<file path="src/inc/arcf_pkg.sv">
// Constants, field layouts and payload types of the read channel FIFO pair
package arcf_pkg;

    // FIFO geometry
    localparam int FIFO_DEPTH = 16;           // Entries per FIFO
    localparam int PTR_W      = 4;            // log2 of depth
    localparam int CNT_W      = PTR_W + 1;    // Word count width
    localparam int THR_W      = PTR_W;        // Threshold width

    // AXI field widths
    localparam bit AXI4_MODE = 1'b1;          // 1 selects AXI4, 0 AXI3
    localparam int ID_W      = 4;             // Transaction ID width
    localparam int ADDR_W    = 32;            // Address width
    localparam int DATA_W    = 32;            // One of 8,16,...,512
    localparam int USER_W    = 1;             // User sideband width
    localparam int LEN_W     = AXI4_MODE ? 8 : 4;   // Burst length width
    localparam int LOCK_W    = AXI4_MODE ? 1 : 2;   // Lock type width

    // Read response codes, carried untouched
    typedef enum logic [1:0] {
        RESP_OKAY,
        RESP_EXOKAY,
        RESP_SLVERR,
        RESP_DECERR
    } arcf_resp_t;

    // Read address payload
    typedef struct packed {
        logic [ID_W-1:0]   id;               // Transaction ID
        logic [ADDR_W-1:0] addr;             // Start address
        logic [LEN_W-1:0]  len;              // Beats minus one
        logic [2:0]        size;             // Beat size
        logic [1:0]        burst;            // Burst type
        logic [LOCK_W-1:0] lock;             // Lock type
        logic [3:0]        cache;            // Cache attributes
        logic [2:0]        prot;             // Protection
        logic [3:0]        qos;              // Quality of service
        logic [3:0]        region;           // Region (unused on AXI3)
        logic [USER_W-1:0] user;             // User sideband
    } arcf_ar_t;

    // Read data payload
    typedef struct packed {
        logic [ID_W-1:0]   id;               // Matches request ID
        logic [DATA_W-1:0] data;             // Read data
        arcf_resp_t        resp;             // Response code
        logic              last;             // Final beat of burst
        logic [USER_W-1:0] user;             // User sideband
    } arcf_r_t;

    localparam int AR_W = $bits(arcf_ar_t);  // Packed address word
    localparam int R_W  = $bits(arcf_r_t);   // Packed data word

    // Register map (byte addresses)
    localparam int         WB_ADR_W  = 4;
    localparam logic [3:0] REG_AR_THR  = 4'h0;  // Address FIFO thresholds
    localparam logic [3:0] REG_R_THR   = 4'h4;  // Data FIFO thresholds
    localparam logic [3:0] REG_AR_STAT = 4'h8;  // Address FIFO status
    localparam logic [3:0] REG_R_STAT  = 4'hC;  // Data FIFO status

    // Threshold register layout
    localparam int THR_HIGH_LSB = 0;
    localparam int THR_LOW_LSB  = 8;
    localparam int THR_HIGH_SEL = 0;          // Byte lane of high field
    localparam int THR_LOW_SEL  = 1;          // Byte lane of low field
    localparam logic [THR_W-1:0] HIGH_THR_RST = 4'hE;
    localparam logic [THR_W-1:0] LOW_THR_RST  = 4'h2;

    // Status register layout
    localparam int STAT_STORED_LSB   = 0;
    localparam int STAT_READABLE_LSB = 8;
    localparam int STAT_HIGH_BIT     = 16;
    localparam int STAT_LOW_BIT      = 17;
    localparam int STAT_REFUSED_BIT  = 18;

endpackage : arcf_pkg

</file>
<file path="src/design/arcf_top.sv">
// Read address and read data FIFO pair with a Wishbone status port
//
// Our own choices: the Wishbone register port and the address map.

// Synchronous FIFO with registered head, counts and threshold flags
module arcf_fifo #(
    parameter int WIDTH = 8                       // Word width
) (
    input  wire logic                        clk,          // Clock
    input  wire logic                        rst,          // Async reset
    input  wire logic                        ce,           // Clock enable
    input  wire logic                        inValid,      // Write offer
    input  wire logic [WIDTH-1:0]            inData,       // Write word
    output logic                             inReady,      // Space left
    output logic                             outValid,     // Head valid
    output logic [WIDTH-1:0]                 outData,      // Head word
    input  wire logic                        outReady,     // Head taken
    input  wire logic [arcf_pkg::THR_W-1:0]  highThr,      // High level
    input  wire logic [arcf_pkg::THR_W-1:0]  lowThr,       // Low level
    output logic [arcf_pkg::CNT_W-1:0]       storedWords,  // Word count
    output logic [arcf_pkg::CNT_W-1:0]       readableWords,// Readable
    output logic                             almostHigh,   // High flag
    output logic                             almostLow,    // Low flag
    output logic                             readRefused   // Empty read
);

    logic [WIDTH-1:0]                mem_q [arcf_pkg::FIFO_DEPTH]; // Store
    logic [arcf_pkg::PTR_W-1:0]      wrPtr_q;     // Next slot to fill
    logic [arcf_pkg::PTR_W-1:0]      rdPtr_q;     // Current head slot
    logic [arcf_pkg::PTR_W-1:0]      rdPtr_d;     // Head slot after edge
    logic [arcf_pkg::CNT_W-1:0]      count_q;     // Words held
    logic [arcf_pkg::CNT_W-1:0]      count_d;     // Words after edge
    logic [WIDTH-1:0]                head_d;      // Head word after edge
    logic                            inReady_q;   // Registered space flag
    logic                            outValid_q;  // Registered head flag
    logic [WIDTH-1:0]                outData_q;   // Registered head word
    logic                            almostHigh_q;// High flag register
    logic                            almostLow_q; // Low flag register
    logic                            refused_q;   // Empty read flag
    logic                            wrEn;        // Beat written
    logic                            rdEn;        // Beat removed

    // Handshakes; ready and valid come from flops so no comb path crosses
    assign wrEn = inValid & inReady_q;
    assign rdEn = outValid_q & outReady;

    // Next head pointer and occupancy
    always_comb begin
        rdPtr_d = rdPtr_q + arcf_pkg::PTR_W'(rdEn);
        unique case ({wrEn, rdEn})
            2'b10:   count_d = count_q + 1'b1;
            2'b01:   count_d = count_q - 1'b1;
            default: count_d = count_q;
        endcase
    end

    // Next head word; bypass when the new head is being written now
    always_comb begin
        if (wrEn && (wrPtr_q == rdPtr_d)) begin
            head_d = inData;
        end else begin
            head_d = mem_q[rdPtr_d];
        end
    end

    // Storage, one slot per entry; no reset needed for data
    for (genvar i = 0; i < arcf_pkg::FIFO_DEPTH; i++) begin : gSlot
        always_ff @(posedge clk) begin
            if (ce && wrEn && (wrPtr_q == arcf_pkg::PTR_W'(i))) begin
                mem_q[i] <= inData;
            end
        end
    end

    // Pointers and count
    always_ff @(posedge clk or posedge rst) begin
        if (rst) begin
            wrPtr_q <= '0;
            rdPtr_q <= '0;
            count_q <= '0;
        end else if (ce) begin
            wrPtr_q <= wrPtr_q + arcf_pkg::PTR_W'(wrEn);
            rdPtr_q <= rdPtr_d;
            count_q <= count_d;
        end
    end

    // Handshake side of both ports
    always_ff @(posedge clk or posedge rst) begin
        if (rst) begin
            inReady_q  <= 1'b0;
            outValid_q <= 1'b0;
            outData_q  <= '0;
        end else if (ce) begin
            // Full check on the next count keeps a full FIFO closed
            inReady_q  <= (count_d
                < arcf_pkg::CNT_W'(arcf_pkg::FIFO_DEPTH));
            outValid_q <= (count_d != '0);
            outData_q  <= head_d;
        end
    end

    // Threshold flags; thresholds are zero-extended to count width
    always_ff @(posedge clk or posedge rst) begin
        if (rst) begin
            almostHigh_q <= 1'b0;
            almostLow_q  <= 1'b1;
        end else if (ce) begin
            almostHigh_q <= (count_d >= {1'b0, highThr});
            almostLow_q  <= (count_d <= {1'b0, lowThr});
        end
    end

    // Empty read: ready offered while nothing was presented
    always_ff @(posedge clk or posedge rst) begin
        if (rst) begin
            refused_q <= 1'b0;
        end else if (ce) begin
            refused_q <= outReady & ~outValid_q;
        end
    end

    assign inReady       = inReady_q;
    assign outValid      = outValid_q;
    assign outData       = outData_q;
    assign storedWords   = count_q;
    // Write reaches the head on the same edge as the count, so it never over-reports
    assign readableWords = count_q;
    assign almostHigh    = almostHigh_q;
    assign almostLow     = almostLow_q;
    assign readRefused   = refused_q;

endmodule // arcf_fifo

// Top: address FIFO toward slave, data FIFO toward master, register port
module arcf_top (
    input  wire logic                          clk,        // 125 MHz clock
    input  wire logic                          rst,        // Async reset
    input  wire logic                          ce,         // Clock enable
    // Wishbone classic slave
    input  wire logic                          wbCyc,      // Cycle
    input  wire logic                          wbStb,      // Strobe
    input  wire logic                          wbWe,       // Write
    input  wire logic [arcf_pkg::WB_ADR_W-1:0] wbAdr,      // Byte address
    input  wire logic [3:0]                    wbSel,      // Byte lanes
    input  wire logic [31:0]                   wbDatW,     // Write data
    output logic [31:0]                        wbDatR,     // Read data
    output logic                               wbAck,      // Acknowledge
    // Read address from the upstream master
    input  wire logic                          sArValid,   // Address valid
    input  wire arcf_pkg::arcf_ar_t            sArPayload, // Address fields
    output logic                               sArReady,   // Address ready
    // Read address to the downstream slave
    output logic                               mArValid,   // Address valid
    output arcf_pkg::arcf_ar_t                 mArPayload, // Address fields
    input  wire logic                          mArReady,   // Address ready
    // Read data from the downstream slave
    input  wire logic                          mRValid,    // Beat valid
    input  wire arcf_pkg::arcf_r_t             mRPayload,  // Beat fields
    output logic                               mRReady,    // Beat ready
    // Read data to the upstream master
    output logic                               sRValid,    // Beat valid
    output arcf_pkg::arcf_r_t                  sRPayload,  // Beat fields
    input  wire logic                          sRReady,    // Beat ready
    // Address FIFO sideband
    output logic                               addrFifoReadRefusedFlag,
    output logic [arcf_pkg::CNT_W-1:0]         addrFifoReadableWords,
    output logic [arcf_pkg::CNT_W-1:0]         addrFifoStoredWords,
    output logic                               addrFifoAlmostHighFlag,
    output logic                               addrFifoAlmostLowFlag
);

    logic [arcf_pkg::THR_W-1:0] addrFifoHighThreshold_q; // Address high
    logic [arcf_pkg::THR_W-1:0] addrFifoLowThreshold_q;  // Address low
    logic [arcf_pkg::THR_W-1:0] rHighThr_q;              // Data high
    logic [arcf_pkg::THR_W-1:0] rLowThr_q;               // Data low
    logic [arcf_pkg::AR_W-1:0]  arOut;                   // Address head
    logic [arcf_pkg::R_W-1:0]   rOut;                    // Data head
    logic [arcf_pkg::CNT_W-1:0] rStored;                 // Data count
    logic [arcf_pkg::CNT_W-1:0] rReadable;               // Data readable
    logic                       rHigh;                   // Data high flag
    logic                       rLow;                    // Data low flag
    logic                       rRefused;                // Data empty read
    logic                       wbAck_q;                 // Ack register
    logic [31:0]                wbDatR_q;                // Read data reg
    logic                       wbReq;                   // New access
    logic [31:0]                rdMux;                   // Decoded read

    // Address FIFO: whole request word, including width-selected fields
    arcf_fifo #(
        .WIDTH (arcf_pkg::AR_W)
    ) uArFifo (
        .clk           (clk),
        .rst           (rst),
        .ce            (ce),
        .inValid       (sArValid),
        .inData        (sArPayload),
        .inReady       (sArReady),
        .outValid      (mArValid),
        .outData       (arOut),
        .outReady      (mArReady),
        .highThr       (addrFifoHighThreshold_q),
        .lowThr        (addrFifoLowThreshold_q),
        .storedWords   (addrFifoStoredWords),
        .readableWords (addrFifoReadableWords),
        .almostHigh    (addrFifoAlmostHighFlag),
        .almostLow     (addrFifoAlmostLowFlag),
        .readRefused   (addrFifoReadRefusedFlag)
    );

    assign mArPayload = arcf_pkg::arcf_ar_t'(arOut);

    // Data FIFO: ID, data, response, last and user travel as one word
    arcf_fifo #(
        .WIDTH (arcf_pkg::R_W)
    ) uRFifo (
        .clk           (clk),
        .rst           (rst),
        .ce            (ce),
        .inValid       (mRValid),
        .inData        (mRPayload),
        .inReady       (mRReady),
        .outValid      (sRValid),
        .outData       (rOut),
        .outReady      (sRReady),
        .highThr       (rHighThr_q),
        .lowThr        (rLowThr_q),
        .storedWords   (rStored),
        .readableWords (rReadable),
        .almostHigh    (rHigh),
        .almostLow     (rLow),
        .readRefused   (rRefused)
    );

    // Response, last and data width are untouched by the word cast
    assign sRPayload = arcf_pkg::arcf_r_t'(rOut);

    // One access per ack; the gap after ack stops a double write
    assign wbReq = wbCyc & wbStb & ~wbAck_q;

    // Threshold registers; meant to be set while the FIFOs are idle
    always_ff @(posedge clk or posedge rst) begin
        if (rst) begin
            addrFifoHighThreshold_q <= arcf_pkg::HIGH_THR_RST;
            addrFifoLowThreshold_q  <= arcf_pkg::LOW_THR_RST;
            rHighThr_q              <= arcf_pkg::HIGH_THR_RST;
            rLowThr_q               <= arcf_pkg::LOW_THR_RST;
        end else if (ce && wbReq && wbWe) begin
            if (wbAdr == arcf_pkg::REG_AR_THR) begin
                if (wbSel[arcf_pkg::THR_HIGH_SEL]) begin
                    addrFifoHighThreshold_q <= wbDatW[arcf_pkg::THR_HIGH_LSB
                        +: arcf_pkg::THR_W];
                end
                if (wbSel[arcf_pkg::THR_LOW_SEL]) begin
                    addrFifoLowThreshold_q <= wbDatW[arcf_pkg::THR_LOW_LSB
                        +: arcf_pkg::THR_W];
                end
            end
            if (wbAdr == arcf_pkg::REG_R_THR) begin
                if (wbSel[arcf_pkg::THR_HIGH_SEL]) begin
                    rHighThr_q <= wbDatW[arcf_pkg::THR_HIGH_LSB
                        +: arcf_pkg::THR_W];
                end
                if (wbSel[arcf_pkg::THR_LOW_SEL]) begin
                    rLowThr_q <= wbDatW[arcf_pkg::THR_LOW_LSB
                        +: arcf_pkg::THR_W];
                end
            end
        end
    end

    // Read decode; unmapped addresses read zero and still ack
    always_comb begin
        rdMux = '0;
        case (wbAdr)
            arcf_pkg::REG_AR_THR: begin
                rdMux[arcf_pkg::THR_HIGH_LSB +: arcf_pkg::THR_W] =
                    addrFifoHighThreshold_q;
                rdMux[arcf_pkg::THR_LOW_LSB +: arcf_pkg::THR_W] =
                    addrFifoLowThreshold_q;
            end
            arcf_pkg::REG_R_THR: begin
                rdMux[arcf_pkg::THR_HIGH_LSB +: arcf_pkg::THR_W] = rHighThr_q;
                rdMux[arcf_pkg::THR_LOW_LSB +: arcf_pkg::THR_W]  = rLowThr_q;
            end
            arcf_pkg::REG_AR_STAT: begin
                rdMux[arcf_pkg::STAT_STORED_LSB +: arcf_pkg::CNT_W] =
                    addrFifoStoredWords;
                rdMux[arcf_pkg::STAT_READABLE_LSB +: arcf_pkg::CNT_W] =
                    addrFifoReadableWords;
                rdMux[arcf_pkg::STAT_HIGH_BIT]    = addrFifoAlmostHighFlag;
                rdMux[arcf_pkg::STAT_LOW_BIT]     = addrFifoAlmostLowFlag;
                rdMux[arcf_pkg::STAT_REFUSED_BIT] = addrFifoReadRefusedFlag;
            end
            arcf_pkg::REG_R_STAT: begin
                rdMux[arcf_pkg::STAT_STORED_LSB +: arcf_pkg::CNT_W] = rStored;
                rdMux[arcf_pkg::STAT_READABLE_LSB +: arcf_pkg::CNT_W] =
                    rReadable;
                rdMux[arcf_pkg::STAT_HIGH_BIT]    = rHigh;
                rdMux[arcf_pkg::STAT_LOW_BIT]     = rLow;
                rdMux[arcf_pkg::STAT_REFUSED_BIT] = rRefused;
            end
            default: rdMux = '0;                      // Unmapped
        endcase
    end

    // Ack one cycle after the request, dropped the cycle after
    always_ff @(posedge clk or posedge rst) begin
        if (rst) begin
            wbAck_q  <= 1'b0;
            wbDatR_q <= '0;
        end else if (ce) begin
            wbAck_q  <= wbReq;
            wbDatR_q <= (wbReq && !wbWe) ? rdMux : 32'h0000_0000;
        end
    end

    assign wbAck  = wbAck_q;
    assign wbDatR = wbDatR_q;

endmodule // arcf_top

</file>
<file path="config.mk">
export PLATFORM = sky130hd
export DESIGN_NAME = arcf_top
export DESIGN_NICKNAME = d
export VERILOG_FILES = /design/src/inc/arcf_pkg.sv /design/src/design/arcf_top.sv
export SDC_FILE = /design/constraint.sdc
export NUM_CORES = 2
export LEC_CHECK = 0
export ABC_CLOCK_PERIOD_IN_PS = 13500
export BUFFER_PORTS_ARGS = -buffer_cell sky130_fd_sc_hd__clkbuf_2
export CELL_PAD_IN_SITES_DETAIL_PLACEMENT = 0
export CELL_PAD_IN_SITES_GLOBAL_PLACEMENT = 1
export CORE_MARGIN = 2
export CORE_UTILIZATION = 40
export DETAILED_ROUTE_END_ITERATION = 16
export PLACE_DENSITY = 0.62
export SLEW_MARGIN = 0
export SYNTH_ARGS = -nofsm -noshare
export SYNTH_HDL_FRONTEND = slang
export SYNTH_SLANG_ARGS = --single-unit
</file>
<file path="constraint.sdc">
create_clock -name clk -period 13.5 [get_ports clk]
set_input_delay 1.35 -clock clk [delete_from_list [all_inputs] [get_ports clk]]
set_output_delay 1.35 -clock clk [all_outputs]
set_load 0.01 [all_outputs]
</file>
==> reports/qor.csv <==
metric,value,unit
status,completed,
clock_sinks,1867,
crit_chain,clkbuf_2 -> nand2_1 -> inv_2 -> ha_4 -> ha_4 -> buf_12 -> buf_4 -> buf_4 -> mux4_2 -> mux4_2 -> mux2i_1 -> a21oi_1,
holdCritPathClass,reg -> reg,
placed_area,76900,um2
place_ws,6960,ps
grt_overflow_total,0,
critPathKind,in -> reg,
crit_arrival,6370,ps
instances_no_fill,6178,
cp_slowest_cell,buf_4,
synthArstFlopShare,9.16,%
cts_tree,built,
tightestPinTransition,1190,ps
antenna_found_initial,20,
grt_max_degree,144,
synth_cell_type_count,63,
rsz0062_at_grt,false,
synth_cells,3276,
coreArea,181000,um2
crit_fanout,143,
hold_buffers,0,
post_cts_buffers,0,
cts_made_buffers,196,
cap_violations,0,
dr.pass1.iters,7,
peakVddDrop,0.220,mV
setup_viol,0,
setup_slack,7790,ps
wirelength,172000,um
grt_util_all_layers,18.7,%
cts_resized,0,
start_util,40.3,%
crit-reg2reg-launch,uArFifo.outValid,
vias,33800,
p_per_area,218,nW/um2
crit_required,14160,ps
drt_iter0_markers,2739,
register_area,55200,um2
yosys_warnings,0,
synth.avg_cell_area,22.2,um2
syn_area,72800,um2
avgViaCountPerCell,5.47,
antenna_left,0,
synth_edf_count,1696,
slowest_delay,840,ps
final_cell_area,83200,um2
drc,0,
finalNetCount,3815,
drive_above_1_share,31.8,%
fillers,15200,
dp_cells,5807,
num_rows,156,
hpwl,85700,um
wire_per_inst,27.9,um
path_clk_slew,50,ps
timing.fmax,175,MHz
synth_ff_type,edfxtp_1,
max-slew-margin-rel,20.7,%
power,18.1,mW
io_pins,312,
gp_congestion,0.735,
ys_ff_latch,1867,
leakage,26.8,nW
skew,44.0,ps
hold_path_startpoint,wbDatR[18],
finalHoldViolations,0,
period_share,42.3,%
fin_crit,5710,ps
grt_pass1_wl,250000,um
critPathLaunchType,primary input,
fp.dieH,431,um
final_max_slew_viol_count,0,
dieArea,185000,um2
h-tree-depth,4,
die_w,431,um
ctsRootBufferMaster,clkbuf_16,
fin_util,46.0,%
clock_path_buffers,3,
end_kind,register,
clk_latency,840,ps
holdWs,490,ps
multi_input_area,16600,um2
place.port_buffers,266,
cp-startpoint,mArReady,
seq_area_frac_synth,75.9,%
syn_to_final_growth,14.3,%
grt_pass1_vias,35400,
setup_tns,0,ps
[cell usage in the layout (no fill, tap or decap), types with 8 or more instances in the layout]
| cell type | synthesis | layout |
|---|---|---|
| dfstp_2 | 10 | 10 |
| clkinv_1 | 0 | 24 |
| nand3_1 | 12 | 12 |
| bufinv_16 | 0 | 11 |
| o2bb2ai_1 | 14 | 14 |
| conb_1 | 1 | 19 |
| buf_4 | 27 | 74 |
| xnor2_1 | 25 | 23 |
| inv_1 | 27 | 26 |
| a21oi_1 | 123 | 123 |
| clkbuf_2 | 0 | 265 |
| mux2_2 | 8 | 8 |
| clkbuf_8 | 0 | 15 |
| nor2_1 | 154 | 130 |
| clkinv_2 | 0 | 24 |
| ha_1 | 24 | 20 |
| diode_2 | 0 | 9 |
| nor3_2 | 1 | 8 |
| mux2i_1 | 116 | 116 |
| a221oi_1 | 8 | 8 |
| clkbuf_16 | 0 | 197 |
| dfrtp_1 | 161 | 161 |
| nor2_4 | 0 | 24 |
| clkbuf_1 | 94 | 69 |
| edfxtp_1 | 1696 | 1696 |
| o21ai_0 | 17 | 17 |
| mux4_2 | 530 | 530 |
| nand2_1 | 45 | 45 |
[sequential cells by signal, indices dropped and copies added (netlist names), 4 cells and up]
signal / count
uRFifo.wrPtr_q: 4
wbDatR: 12
rLowThr_q: 4
uArFifo.wrPtr_q: 4
uArFifo.rdPtr_q: 4
addrFifoHighThreshold_q: 4
uRFifo.outData: 40
uArFifo.outData: 66
uArFifo.mem_q: 1056
uArFifo.readableWords: 5
uRFifo.mem_q: 640
uRFifo.readableWords: 5
addrFifoLowThreshold_q: 4
uRFifo.rdPtr_q: 4
rHighThr_q: 4
[synthesized netlist by cell type, types with 24 or more instances]
| cell type | count | area share, % |
|---|---|---|
| mux4_2 | 530 | 16 |
| buf_6 | 44 | 0.68 |
| buf_2 | 32 | 0.22 |
| nand2_1 | 45 | 0.23 |
| clkbuf_1 | 94 | 0.48 |
| edfxtp_1 | 1696 | 70 |
| nor2_1 | 154 | 0.79 |
| ha_1 | 24 | 0.41 |
| a21oi_1 | 123 | 0.85 |
| buf_4 | 27 | 0.28 |
| xnor2_1 | 25 | 0.30 |
| mux2i_1 | 116 | 1.6 |
| inv_1 | 27 | 0.14 |
| dfrtp_1 | 161 | 5.5 |
[worst paths after layout]
check / to / slack, ps / cells after the start
setup / recovery: uArFifo.outData[40] / 7790 / 12
hold / removal: wbDatR[18] / 490 / 1
setup reg to reg: uArFifo.outData[40] / 7980 / 11
hold reg to reg: wbDatR[18] / 490 / 1
max in group asynchronous: uArFifo.outData[2] / 11290 / 3
min in group asynchronous: uRFifo.outData[7] / 600 / 2
[where the power goes]
group | switching, mW | internal [mW]
Clock | 2.24 | 3.00
Sequential | 0.247 | 6.65
Combinational | 2.92 | 3.05
Total | 5.40 | 12.7
[cell type report]
type | count | share of cell area, %
Multi-Input combinational cell | 1199 | 20.0
Clock buffer | 281 | 6.49
Tap cell | 2370 | 3.57
Inverter | 29 | 0.140
Antenna cell | 9 | 0.0271
Clock inverter | 81 | 1.09
Sequential cell | 1867 | 66.4
Timing Repair Buffer | 342 | 2.33
[layer usage]
metal,share of wire [%],wire [um],GRT usage [%],vias to the layer above
met4,2.4,4060,5.76,8
met1,41,70600,24.3,18400
met2,52,90300,32.3,818
met5,0.030,51,0,-
met3,4.3,7480,3.05,241
li1,-,-,-,14400
[logic make-up after synthesis]
kind of cell,share of synthesized area (%)
fa+ha+maj,0.413
simple gates,1.61
other cells,0.00515
compound gates,1.60
xor+xnor,0.450
buf+inv,1.82
flops,75.9
mux,18.2
[worst max-delay path, delay by kind of cell]
kind / cells / cell delay, ps
compound gates: 1 / 110
simple gates: 1 / 210
buf+inv: 5 / 2380
fa+ha+maj: 2 / 690
mux: 3 / 1160
Power figures use the tool's default switching activity.
